File: config.mk
export PLATFORM = sky130hd
export DESIGN_NAME = flag_polarity_regs
export DESIGN_NICKNAME = d
export VERILOG_FILES = /design/src/flag_polarity_pkg.sv /design/src/flag_polarity_regs.sv /design/src/nibble_assembler.sv /design/src/status_flag_mux.sv
export SDC_FILE = /design/constraint.sdc
export NUM_CORES = 1
export LEC_CHECK = 0
export BUFFER_PORTS_ARGS = -buffer_cell sky130_fd_sc_hd__buf_2
export CAP_MARGIN = 0
export CORE_MARGIN = 8
export CORE_UTILIZATION = 35
export DETAILED_ROUTE_END_ITERATION = 10
export PLACE_DENSITY = 0.64
export SETUP_SLACK_MARGIN = 0.5
export SLEW_MARGIN = 15
export SYNTH_ARGS = -nofsm -noshare
export SYNTH_HDL_FRONTEND = slang
export SYNTH_SLANG_ARGS = --single-unit
export TNS_END_PERCENT = 50
File: constraint.sdc
create_clock -name sys_clk_i -period 4.1 [get_ports sys_clk_i]
set_clock_uncertainty 0.05 [all_clocks]
set_input_delay 0.82 -clock sys_clk_i [delete_from_list [all_inputs] [get_ports sys_clk_i]]
set_output_delay 0.82 -clock sys_clk_i [all_outputs]
set_load 0.02 [all_outputs]
File: src/flag_polarity_pkg.sv
// Shared constants, carriers and decoding for the flag select and polarity
// block. Assumes a single 20 MHz clock and an active-high synchronous reset.
`default_nettype none

package flag_polarity_pkg;

	////////////////////////////////////////////////////////////////////////
	localparam logic [7:0] REG_IFACE_CONFIG = 8'h01;
	localparam logic [7:0] REG_FLAG_SELECT_AB = 8'h02;
	localparam logic [7:0] REG_FLAG_SELECT_CD = 8'h03;
	localparam logic [7:0] REG_PIN_POLARITY = 8'h04;
	localparam logic [7:0] REG_EXT_POINTER_LOW = 8'h3A;
	localparam logic [7:0] REG_EXT_POINTER_HIGH = 8'h3B;
	localparam logic [7:0] REG_EXT_DATA_PORT = 8'h3C;
	localparam logic [15:0] EXT_PIN_POLARITY_ADDR = 16'hE609;

	localparam logic [7:0] IFACE_CONFIG_RESET = 8'hC9;
	localparam logic [7:0] FLAG_SELECT_RESET = 8'h00;
	localparam logic [7:0] PIN_POLARITY_RESET = 8'h00;
	localparam logic [15:0] EXT_POINTER_RESET = 16'h0000;

	localparam int POL_WAKE_BIT = 7;
	localparam int POL_COMMIT_BIT = 5;
	localparam int POL_OUT_ENABLE_BIT = 4;
	localparam int POL_READ_BIT = 3;
	localparam int POL_WRITE_BIT = 2;
	localparam int POL_EMPTY_BIT = 1;
	localparam int POL_FULL_BIT = 0;
	localparam int IFC_PIN_D_ROLE_BIT = 1;

	// Bits the command port may change directly, and through the pointer.
	localparam logic [7:0] POL_DIRECT_MASK = 8'hA3;
	localparam logic [7:0] POL_EXTENDED_MASK = 8'hBF;

	localparam logic [3:0] SEL_FIXED = 4'h0;
	localparam logic [1:0] KIND_PROG = 2'b01;
	localparam logic [1:0] KIND_EMPTY = 2'b10;
	localparam logic [1:0] KIND_FULL = 2'b11;

	////////////////////////////////////////////////////////////////////////
	typedef enum logic [1:0] {
		FIXED_PROG = 2'b00,
		FIXED_FULL = 2'b01,
		FIXED_EMPTY = 2'b10,
		FIXED_NONE = 2'b11
	} fixed_kind_t;

	typedef enum logic {
		NIB_UPPER = 1'b0,
		NIB_LOWER = 1'b1
	} nibble_phase_t;

	typedef struct packed {
		logic addr_wr;
		logic data_wr;
		logic rd;
		logic [7:0] addr;
		logic [3:0] nibble;
	} cmd_t;

	typedef struct packed {
		logic [3:0] prog;
		logic [3:0] full;
		logic [3:0] empty;
	} fifo_status_t;

	typedef struct packed {
		logic wake;
		logic commit;
		logic out_enable;
		logic read;
		logic write;
	} strobe_t;

	////////////////////////////////////////////////////////////////////////
	function automatic fixed_kind_t pin_fixed_kind(input logic [1:0] pin);
		case (pin)
			2'd0: pin_fixed_kind = FIXED_PROG;
			2'd1: pin_fixed_kind = FIXED_FULL;
			2'd2: pin_fixed_kind = FIXED_EMPTY;
			default: pin_fixed_kind = FIXED_NONE;
		endcase
	endfunction

	// Input level seen through a polarity bit: 1 means the input is asserted.
	function automatic logic asserted_level(input logic raw, input logic pol);
		asserted_level = raw ~^ pol;
	endfunction

endpackage

`default_nettype wire

File: src/flag_polarity_regs.sv
// Command-port register bank for flag pin routing and pin polarities.
// Assumes command strobes are one-cycle pulses synchronous to sys_clk_i.
`default_nettype none

module flag_polarity_regs
	import flag_polarity_pkg::*;
#(
	parameter int unsigned ENDPOINTS = 4
)
(
	input wire logic sys_clk_i,
	input wire logic rst_i,
	input wire cmd_t cmd_i,
	input wire logic [2:0] fifo_select_pins_i,
	input wire fifo_status_t fifo_status_i,
	input wire strobe_t strobe_i,
	input wire logic pin_d_i,
	output logic [7:0] rd_data_o,
	output logic rd_valid_o,
	output logic status_pin_a_o,
	output logic status_pin_b_o,
	output logic status_pin_c_o,
	output logic status_pin_d_o,
	output logic status_pin_d_oe_o,
	output logic chip_select_o,
	output strobe_t strobe_active_o
);

	if (ENDPOINTS != 4) begin : g_bad_endpoints
		$error("flag_polarity_regs serves exactly four endpoints");
	end

	////////////////////////////////////////////////////////////////////////
	typedef struct packed {
		logic [7:0] iface_config;
		logic [7:0] flag_select_ab;
		logic [7:0] flag_select_cd;
		logic [7:0] pin_polarity;
		logic [15:0] ext_pointer;
		logic [7:0] cmd_addr;
		logic [7:0] rd_data;
		logic rd_valid;
		logic [3:0] pins;
		logic pin_d_oe;
		logic chip_select;
		strobe_t strobes;
	} cfg_state_t;

	localparam cfg_state_t RESET_STATE = '{
		iface_config: IFACE_CONFIG_RESET,
		flag_select_ab: FLAG_SELECT_RESET,
		flag_select_cd: FLAG_SELECT_RESET,
		pin_polarity: PIN_POLARITY_RESET,
		ext_pointer: EXT_POINTER_RESET,
		default: '0
	};

	cfg_state_t state;
	cfg_state_t next_state;

	logic byte_valid;
	logic [7:0] cmd_byte;
	logic [3:0][3:0] selectors;
	logic [3:0] pin_levels;
	logic [1:0] addressed_ep;
	logic pin_d_flag_role;

	////////////////////////////////////////////////////////////////////////
	// Command data nibbles are paired before any register sees them.

	nibble_assembler u_nibbles (
		.sys_clk_i(sys_clk_i),
		.rst_i(rst_i),
		.clear_i(cmd_i.addr_wr),
		.nibble_valid_i(cmd_i.data_wr),
		.nibble_i(cmd_i.nibble),
		.byte_valid_o(byte_valid),
		.byte_o(cmd_byte)
	);

	////////////////////////////////////////////////////////////////////////
	// Flag routing: one selector per pin, decoded alike except fixed code 0, whose flag depends on the pin.

	assign selectors[0] = state.flag_select_ab[3:0];
	assign selectors[1] = state.flag_select_ab[7:4];
	assign selectors[2] = state.flag_select_cd[3:0];
	assign selectors[3] = state.flag_select_cd[7:4];
	assign addressed_ep = fifo_select_pins_i[1:0];
	assign pin_d_flag_role = state.iface_config[IFC_PIN_D_ROLE_BIT];

	for (genvar p = 0; p < 4; p++) begin : g_pins
		status_flag_mux u_mux (
			.select_i(selectors[p]),
			.fixed_i(pin_fixed_kind(2'(p))),
			.addressed_ep_i(addressed_ep),
			.status_i(fifo_status_i),
			.empty_pol_i(state.pin_polarity[POL_EMPTY_BIT]),
			.full_pol_i(state.pin_polarity[POL_FULL_BIT]),
			.level_o(pin_levels[p])
		);
	end

	////////////////////////////////////////////////////////////////////////
	always_comb begin
		next_state = state;
		next_state.rd_valid = 1'b0;

		if (cmd_i.addr_wr) begin
			next_state.cmd_addr = cmd_i.addr;
		end

		if (byte_valid) begin
			case (state.cmd_addr)
				REG_IFACE_CONFIG: next_state.iface_config = cmd_byte;
				REG_FLAG_SELECT_AB: next_state.flag_select_ab = cmd_byte;
				REG_FLAG_SELECT_CD: next_state.flag_select_cd = cmd_byte;
				REG_PIN_POLARITY: begin
					// The out-enable, read and write strobe polarity bits keep their value here.
					next_state.pin_polarity =
						(state.pin_polarity & ~POL_DIRECT_MASK) |
						(cmd_byte & POL_DIRECT_MASK);
				end
				REG_EXT_POINTER_LOW: next_state.ext_pointer[7:0] = cmd_byte;
				REG_EXT_POINTER_HIGH: next_state.ext_pointer[15:8] = cmd_byte;
				REG_EXT_DATA_PORT: begin
					// The extended copy shares storage with the direct one,
					// so a whole-byte write here replaces every writable bit;
					// the master is expected to merge first.
					if (state.ext_pointer == EXT_PIN_POLARITY_ADDR) begin
						next_state.pin_polarity =
							cmd_byte & POL_EXTENDED_MASK;
					end
				end
				default: next_state.pin_polarity = state.pin_polarity;
			endcase
		end

		if (cmd_i.rd) begin
			next_state.rd_valid = 1'b1;
			case (state.cmd_addr)
				REG_IFACE_CONFIG: next_state.rd_data = state.iface_config;
				REG_FLAG_SELECT_AB: next_state.rd_data = state.flag_select_ab;
				REG_FLAG_SELECT_CD: next_state.rd_data = state.flag_select_cd;
				REG_PIN_POLARITY: next_state.rd_data = state.pin_polarity;
				REG_EXT_POINTER_LOW: next_state.rd_data = state.ext_pointer[7:0];
				REG_EXT_POINTER_HIGH: next_state.rd_data = state.ext_pointer[15:8];
				REG_EXT_DATA_PORT: begin
					if (state.ext_pointer == EXT_PIN_POLARITY_ADDR) begin
						next_state.rd_data = state.pin_polarity;
					end else begin
						next_state.rd_data = 8'h00;
					end
				end
				default: next_state.rd_data = 8'h00;
			endcase
		end

		next_state.pins = pin_levels;
		next_state.pin_d_oe = pin_d_flag_role;
		// The shared pin is a low-active select only while it is an input.
		next_state.chip_select = !pin_d_flag_role && !pin_d_i;

		next_state.strobes.wake = asserted_level(strobe_i.wake,
			state.pin_polarity[POL_WAKE_BIT]);
		next_state.strobes.commit = asserted_level(strobe_i.commit,
			state.pin_polarity[POL_COMMIT_BIT]);
		next_state.strobes.out_enable = asserted_level(strobe_i.out_enable,
			state.pin_polarity[POL_OUT_ENABLE_BIT]);
		next_state.strobes.read = asserted_level(strobe_i.read,
			state.pin_polarity[POL_READ_BIT]);
		next_state.strobes.write = asserted_level(strobe_i.write,
			state.pin_polarity[POL_WRITE_BIT]);
	end

	always_ff @(posedge sys_clk_i) begin
		if (rst_i) begin
			state <= RESET_STATE;
		end else begin
			state <= next_state;
		end
	end

	assign rd_data_o = state.rd_data;
	assign rd_valid_o = state.rd_valid;
	assign status_pin_a_o = state.pins[0];
	assign status_pin_b_o = state.pins[1];
	assign status_pin_c_o = state.pins[2];
	assign status_pin_d_o = state.pins[3];
	assign status_pin_d_oe_o = state.pin_d_oe;
	assign chip_select_o = state.chip_select;
	assign strobe_active_o = state.strobes;
endmodule

`default_nettype wire

File: src/nibble_assembler.sv
// Joins two command data nibbles into one byte, upper nibble first.
// Assumes a command address write restarts the pairing.
`default_nettype none

module nibble_assembler
	import flag_polarity_pkg::*;
(
	input wire logic sys_clk_i,
	input wire logic rst_i,
	input wire logic clear_i,
	input wire logic nibble_valid_i,
	input wire logic [3:0] nibble_i,
	output logic byte_valid_o,
	output logic [7:0] byte_o
);

	typedef struct packed {
		nibble_phase_t phase;
		logic [3:0] upper;
	} nib_state_t;

	nib_state_t state;
	nib_state_t next_state;

	////////////////////////////////////////////////////////////////////////
	always_comb begin
		next_state = state;
		if (clear_i) begin
			next_state.phase = NIB_UPPER;
		end else if (nibble_valid_i) begin
			case (state.phase)
				NIB_UPPER: begin
					next_state.upper = nibble_i;
					next_state.phase = NIB_LOWER;
				end
				NIB_LOWER: next_state.phase = NIB_UPPER;
				default: next_state.phase = NIB_UPPER;
			endcase
		end
	end

	always_ff @(posedge sys_clk_i) begin
		if (rst_i) begin
			state <= '{phase: NIB_UPPER, upper: 4'h0};
		end else begin
			state <= next_state;
		end
	end

	// The byte is only complete on the second nibble of a pair.
	assign byte_valid_o = nibble_valid_i && !clear_i &&
		(state.phase == NIB_LOWER);
	assign byte_o = {state.upper, nibble_i};
endmodule

`default_nettype wire

File: src/status_flag_mux.sv
// Chooses the level of one flag output pin from the endpoint FIFO status.
// Assumes the status inputs are active high and already synchronous.
`default_nettype none

module status_flag_mux
	import flag_polarity_pkg::*;
(
	input wire logic [3:0] select_i,
	input wire fixed_kind_t fixed_i,
	input wire logic [1:0] addressed_ep_i,
	input wire fifo_status_t status_i,
	input wire logic empty_pol_i,
	input wire logic full_pol_i,
	output logic level_o
);

	logic [1:0] ep;

	always_comb begin
		ep = select_i[1:0];
		// A reserved code parks the pin at the level of a full flag that is
		// not full, so a stray code never looks like a live flag.
		level_o = !full_pol_i;
		if (select_i == SEL_FIXED) begin
			case (fixed_i)
				FIXED_PROG: level_o = status_i.prog[addressed_ep_i];
				FIXED_FULL:
					level_o = !(status_i.full[addressed_ep_i] ^ full_pol_i);
				FIXED_EMPTY:
					level_o = !(status_i.empty[addressed_ep_i] ^ empty_pol_i);
				default: level_o = !full_pol_i;
			endcase
		end else begin
			case (select_i[3:2])
				KIND_PROG: level_o = status_i.prog[ep];
				KIND_EMPTY: level_o = !(status_i.empty[ep] ^ empty_pol_i);
				KIND_FULL: level_o = !(status_i.full[ep] ^ full_pol_i);
				default: level_o = !full_pol_i;
			endcase
		end
	end

endmodule

`default_nettype wire
* After elaboration in Yosys (flattened, before gate mapping) *
Cells that the tools add are included.
Widths: inputs -> output; s select.

storage, ports and cells
  logic and storage cells = 137
  bits in registers = 81
  output and inout bits = 20

operators by class
  equal/unequal tests = 21
  multiplexer cells = 44
  order comparisons = 5
  bitwise gates (word level) = 18
  reduce and logical (&&, ||, !) cells = 30

operator list
  operator              count
  $pmux 8 s7            1
  $bmux 1 s2            15
  $eq 8x6->1 const B    3
  $mux 1                20
  $eq 16x16->1 const B  1
  $eq 2x2->1 const B    8
  $eq 8x2->1 const B    2
  $logic_not 4->1       4
  $mux 8                2
  $pmux 8 s2            1
  $lt 2x3->1 const B    5
  $logic_not 1->1       14
  $pmux 1 s3            4
  $reduce_and 2->1      5
  $xor 1x1->1           10
  $eq 2x1->1 const B    4
  $eq 8x1->1 const B    1
  $eq 8x3->1 const B    1
  $or 7x8->8            1
  $reduce_and 3->1      2
  $xnor 1x1->1          5
  $logic_and 1x1->1     3
  $ne 2x2->1 const B    1
  $not 1->1             2
  other kinds (3)       3

* Longest topological paths before layout *
  depth after elaboration = 6
  gate-level depth with buffers = 6
  mapped depth without buffers = 4

* Modules after synthesis *
Synthesis repeated with hierarchy kept, for this count alone.

unflattened totals
  cell total of the unflattened synthesis = 483
  area, all modules = 4693.3 sq um

by module, submodules not included
  module              sequential area each (sq um)  times used  area an instance (sq um)  cells an instance
  flag_polarity_regs  1501.4                        1           3359.5                    374
  status_flag_mux     0.0                           4           260.2                     20
  nibble_assembler    100.1                         1           292.8                     29

* Worst setup path after synthesis *
Ideal clock, no wire load.

  kind = input-to-reg
  start = input fifo_status_i[3] (netlist bit)
  end = register state, in the netlist status_pin_c_o
  arrival time = 2.013 ns
  slack = 1.934 ns
  stages on the path = 4
  setup time = 0.103 ns
  cell sequence = mux4_2 nor4bb_1 a2111o_1 a2111oi_2

between the ends
  cells in the longest elaborated chain, start to end = 6
  elaborated cells on any way between the ends = 10
  those cells by class = mux (6); bitwise (2); reduce/logical (2)

ends and longest elaborated chain
  item                          line                       RTL
  start, declared               flag_polarity_regs.sv:15   input wire fifo_status_t fifo_status_i,
  $bmux 1 s2                    status_flag_mux.sv:36      KIND_EMPTY: level_o = !(status_i.empty[ep] ^ empty_pol_i);
  $mux 1 (implied by the code)  status_flag_mux.sv:36
  $xor 1x1->1                   status_flag_mux.sv:36
  $logic_not 1->1               status_flag_mux.sv:36
  $pmux 1 s3                    status_flag_mux.sv:34      case (select_i[3:2])
  $mux 1 (*)                    status_flag_mux.sv:24      if (select_i == SEL_FIXED) begin
  end signal, assigned          flag_polarity_regs.sv:179  state <= next_state;
  end, declared                 flag_polarity_regs.sv:58   cfg_state_t state;

Every way passes the cells marked *; elsewhere a longest branch is shown, timed or not. The select of a mux whose other input is x is not followed.
A chain may end at the register's enable or synchronous reset.

* Worst setup path after layout *
  start = input cmd_i[14] (netlist bit)
  end = register state[74] (netlist bit)

between the ends
  cells in the longest elaborated chain, start to end = 4

ends and longest elaborated chain
  item                               line                      RTL
  start, declared                    flag_polarity_regs.sv:13  input wire cmd_t cmd_i,
  $logic_not 1->1                    nibble_assembler.sv:51    assign byte_valid_o = nibble_valid_i && !clear_i &&
  $logic_and 1x1->1 (2 in a row)     nibble_assembler.sv:51
  $reduce_and 2->1 (no source line)  -

No other way between the ends.

==> impl_metrics.toml <==
[placed_design]
dp_hpwl_um = 7780
portBuffers = 56
place_inst = 594
globalplace.congestion = 0.826
place_ws_ps = 1340

[clock_tree]
hold_buffers = 0
cts-root-buf = "clkbuf_16"
h-tree-depth = 3
cts_buffers = 9
cts_resized = 0
insertion_delay_ps = 330
cts_setup_buffers = 0
cts_tree = "yes"
clockBufferDepth = 2
clk_pin_slew_ps = 60
cts.sinks = 80

[grt]
grt_pass1_vias = 3313
grt_pass1_wl_um = 17600
grt.overflow.total = 0
antenna_found_initial = 0
grt_usage = 0.136
grt_max_degree = 49

[finish]
seqCellArea_mm2 = 0.00160
antenna-diode-count = 0
multiInputGateArea_mm2 = 0.00244
fillers = 1169
drive_above_1_share = 0.248
area_growth_syn_to_layout_pct = 14.1
fin_nets = 496
stdcell_count = 610

[timing]
max_freq_ghz = 0.412
slew_viol_final = 0
setup_viol = 0
hold_viol_final = 0
rsz0062_at_grt = "no"
fin_tns_setup_ps = 0
layout_setup_ws_ps = 1670
relSlewSlack = 0.410
min_period_ps = 2430
post-route-period-util = 0.592
worst_slew_pin_slew_ps = 883

[floorplanning]
initial_core_util = 0.357
die_w_um = 127
row_count = 40
io-pin-count = 58
fp.dieArea_mm2 = 0.0161
coreArea_mm2 = 0.0120
dieHeight_um = 127

[route]
drt_iter0_markers = 289
drt-total-wl_um = 10800
wl_per_cell_um = 17.6
drtAntennaViolNets = 0
drtPass1Iterations = 5
vias = 3369
viasPerCell = 5.52
drcViolationCount = 0

[yosys]
yosysSeqAreaShare = 0.373
ys_types = 53
synth_cells = 428
synthArstFlopShare = 0
yosysMostFrequentCell = "dfxtp_1"
synth-edff-count = 0
ys_ff_latch = 80
synthTopCellsByArea = "dfxtp_1, mux2i_1, mux4_2"
synth_ff_type = "dfxtp_1"
yosys_warnings = 0
yosysTopAreaCell = "dfxtp_1"
yosys.area.top_type_share = 0.373
synth_nets = 466
synth_top_cells_by_count = "dfxtp_1, nor2_1, mux2i_1"
syn-cell-area_mm2 = 0.00429
syn_avg_cell_area_um2 = 10.0

[run_status]
status = "finished clean"

[power_and_ir_drop]
finalPower_w = 0.00182
peakVddDrop_v = 0.000201
power_density_mw_per_mm2 = 371
seq_power_share = 0.441
power_frac_clock = 0.470
p_leak_nw = 2.02
power_frac_comb = 0.089
p_sw_w = 0.000414
p_sw_frac = 0.228
p_int_w = 0.00140

[min_path]
min_to = "state[71]"
worst_hold_startpoint = "state[71]"
min_path_type = "register to register"
hold-path-cell-count = 1

[critical_path]
cp_max_fo = 12
crit_path_end_kind = "register"
crit_arrival_ps = 2590
r2r_cells = 5
rrSetupSlack_ps = 1690
path_class = "input port to register"
start_kind = "input port"
crit_required_ps = 4270
r2r-start = "state[20]"
rr_endpoint = "state[51]"

[run]
maxCapViolCount = 0
how the worst max path moves through the flow:
stage,start,slack (ps),endpoint
6_report,cmd_i[14],1670,state[74]
5_1_grt,state[20],1500,state[45]
4_1_cts,cmd_i[14],1690,state[75]
3_5_place_dp,cmd_i[14],1340,state[74]
3_3_place_gp,cmd_i[14],1400,state[74]
2_1_floorplan,fifo_status_i[3],1930,status_pin_c_o
worst max-delay path, cell delays in order:
cell and delay [ps]:
buf_2 190, and3b_1 470, nand4_1 620, a211o_1 480
cells by family after synthesis:
kind of cell              after synthesis  share of synthesized area
AOI/OAI and AO/OA                      56                      0.105
xor gates and xnor gates               13                     0.0265
buffers and inverters                  50                     0.0586
DFF                                    80                      0.373
muxes                                  83                      0.244
and+or+nand+nor                       146                      0.193
flip-flops by register name, summed over array words and instances, names as in the netlist:
| signal | cells |
|---|---|
| status_pin_a_o | 1 |
| status_pin_c_o | 1 |
| status_pin_b_o | 1 |
| status_pin_d_oe_o | 1 |
| status_pin_d_o | 1 |
| rd_valid_o | 1 |
| u_nibbles.byte_o | 4 |
| rd_data_o | 8 |
| strobe_active_o | 5 |
| next_state | 1 |
| selectors | 16 |
| u_nibbles.state | 1 |
| state | 38 |
| chip_select_o | 1 |
area by class of cell:
type | count | share of cell area
Tap cell | 147 | 0.0376
Sequential cell | 80 | 0.327
Clock buffer | 10 | 0.0488
Inverter | 7 | 0.00537
Multi-Input combinational cell | 298 | 0.498
Timing Repair Buffer | 62 | 0.0665
Clock inverter | 6 | 0.0169
power groups by stage:
stage               registers (W)  clock network [W]  logic, W
detailed placement       0.000819                  0  0.000162
CTS                      0.000801           0.000868  0.000162
global route             0.000803           0.000896  0.000177
floorplan                0.000821                  0  0.000100
global placement         0.000818                  0  0.000158
finish                   0.000802           0.000854  0.000162
layer usage:
metal | routed length (um) | GRT usage | up-vias | part of all wire
met5 | 0 | 0 | - | 0
met4 | 187 | 0.0483 | 0 | 0.017
met3 | 661 | 0.0276 | 17 | 0.061
met2 | 5060 | 0.216 | 102 | 0.47
met1 | 4840 | 0.179 | 1607 | 0.45
li1 | - | - | 1643 | -
layout by cell type (no fill, tap or decap), drive strengths merged, types with 6 or more instances in the layout:
cell type	Yosys	final
a221oi	7	7
a22oi	8	8
and4	9	9
buf	25	62
clkbuf	18	10
dfxtp	80	80
inv	7	7
mux2	15	15
mux2i	53	53
mux4	15	15
nand2b	15	15
nand4	17	17
nor2	65	65
nor2b	6	6
nor3	6	6
o211a	7	7
xnor2	7	7
xor2	6	6
stage by stage:
step | util | cell area, um^2 | hold slack [ps]
2_1_floorplan | - | 4290 | 378
3_3_place_gp | 0.381 | 4570 | 389
3_5_place_dp | 0.381 | 4570 | 405
4_1_cts | 0.408 | 4890 | 421
5_1_grt | 0.408 | 4890 | 434
6_report | 0.408 | 4890 | 418
Power figures use the tool's default switching activity.
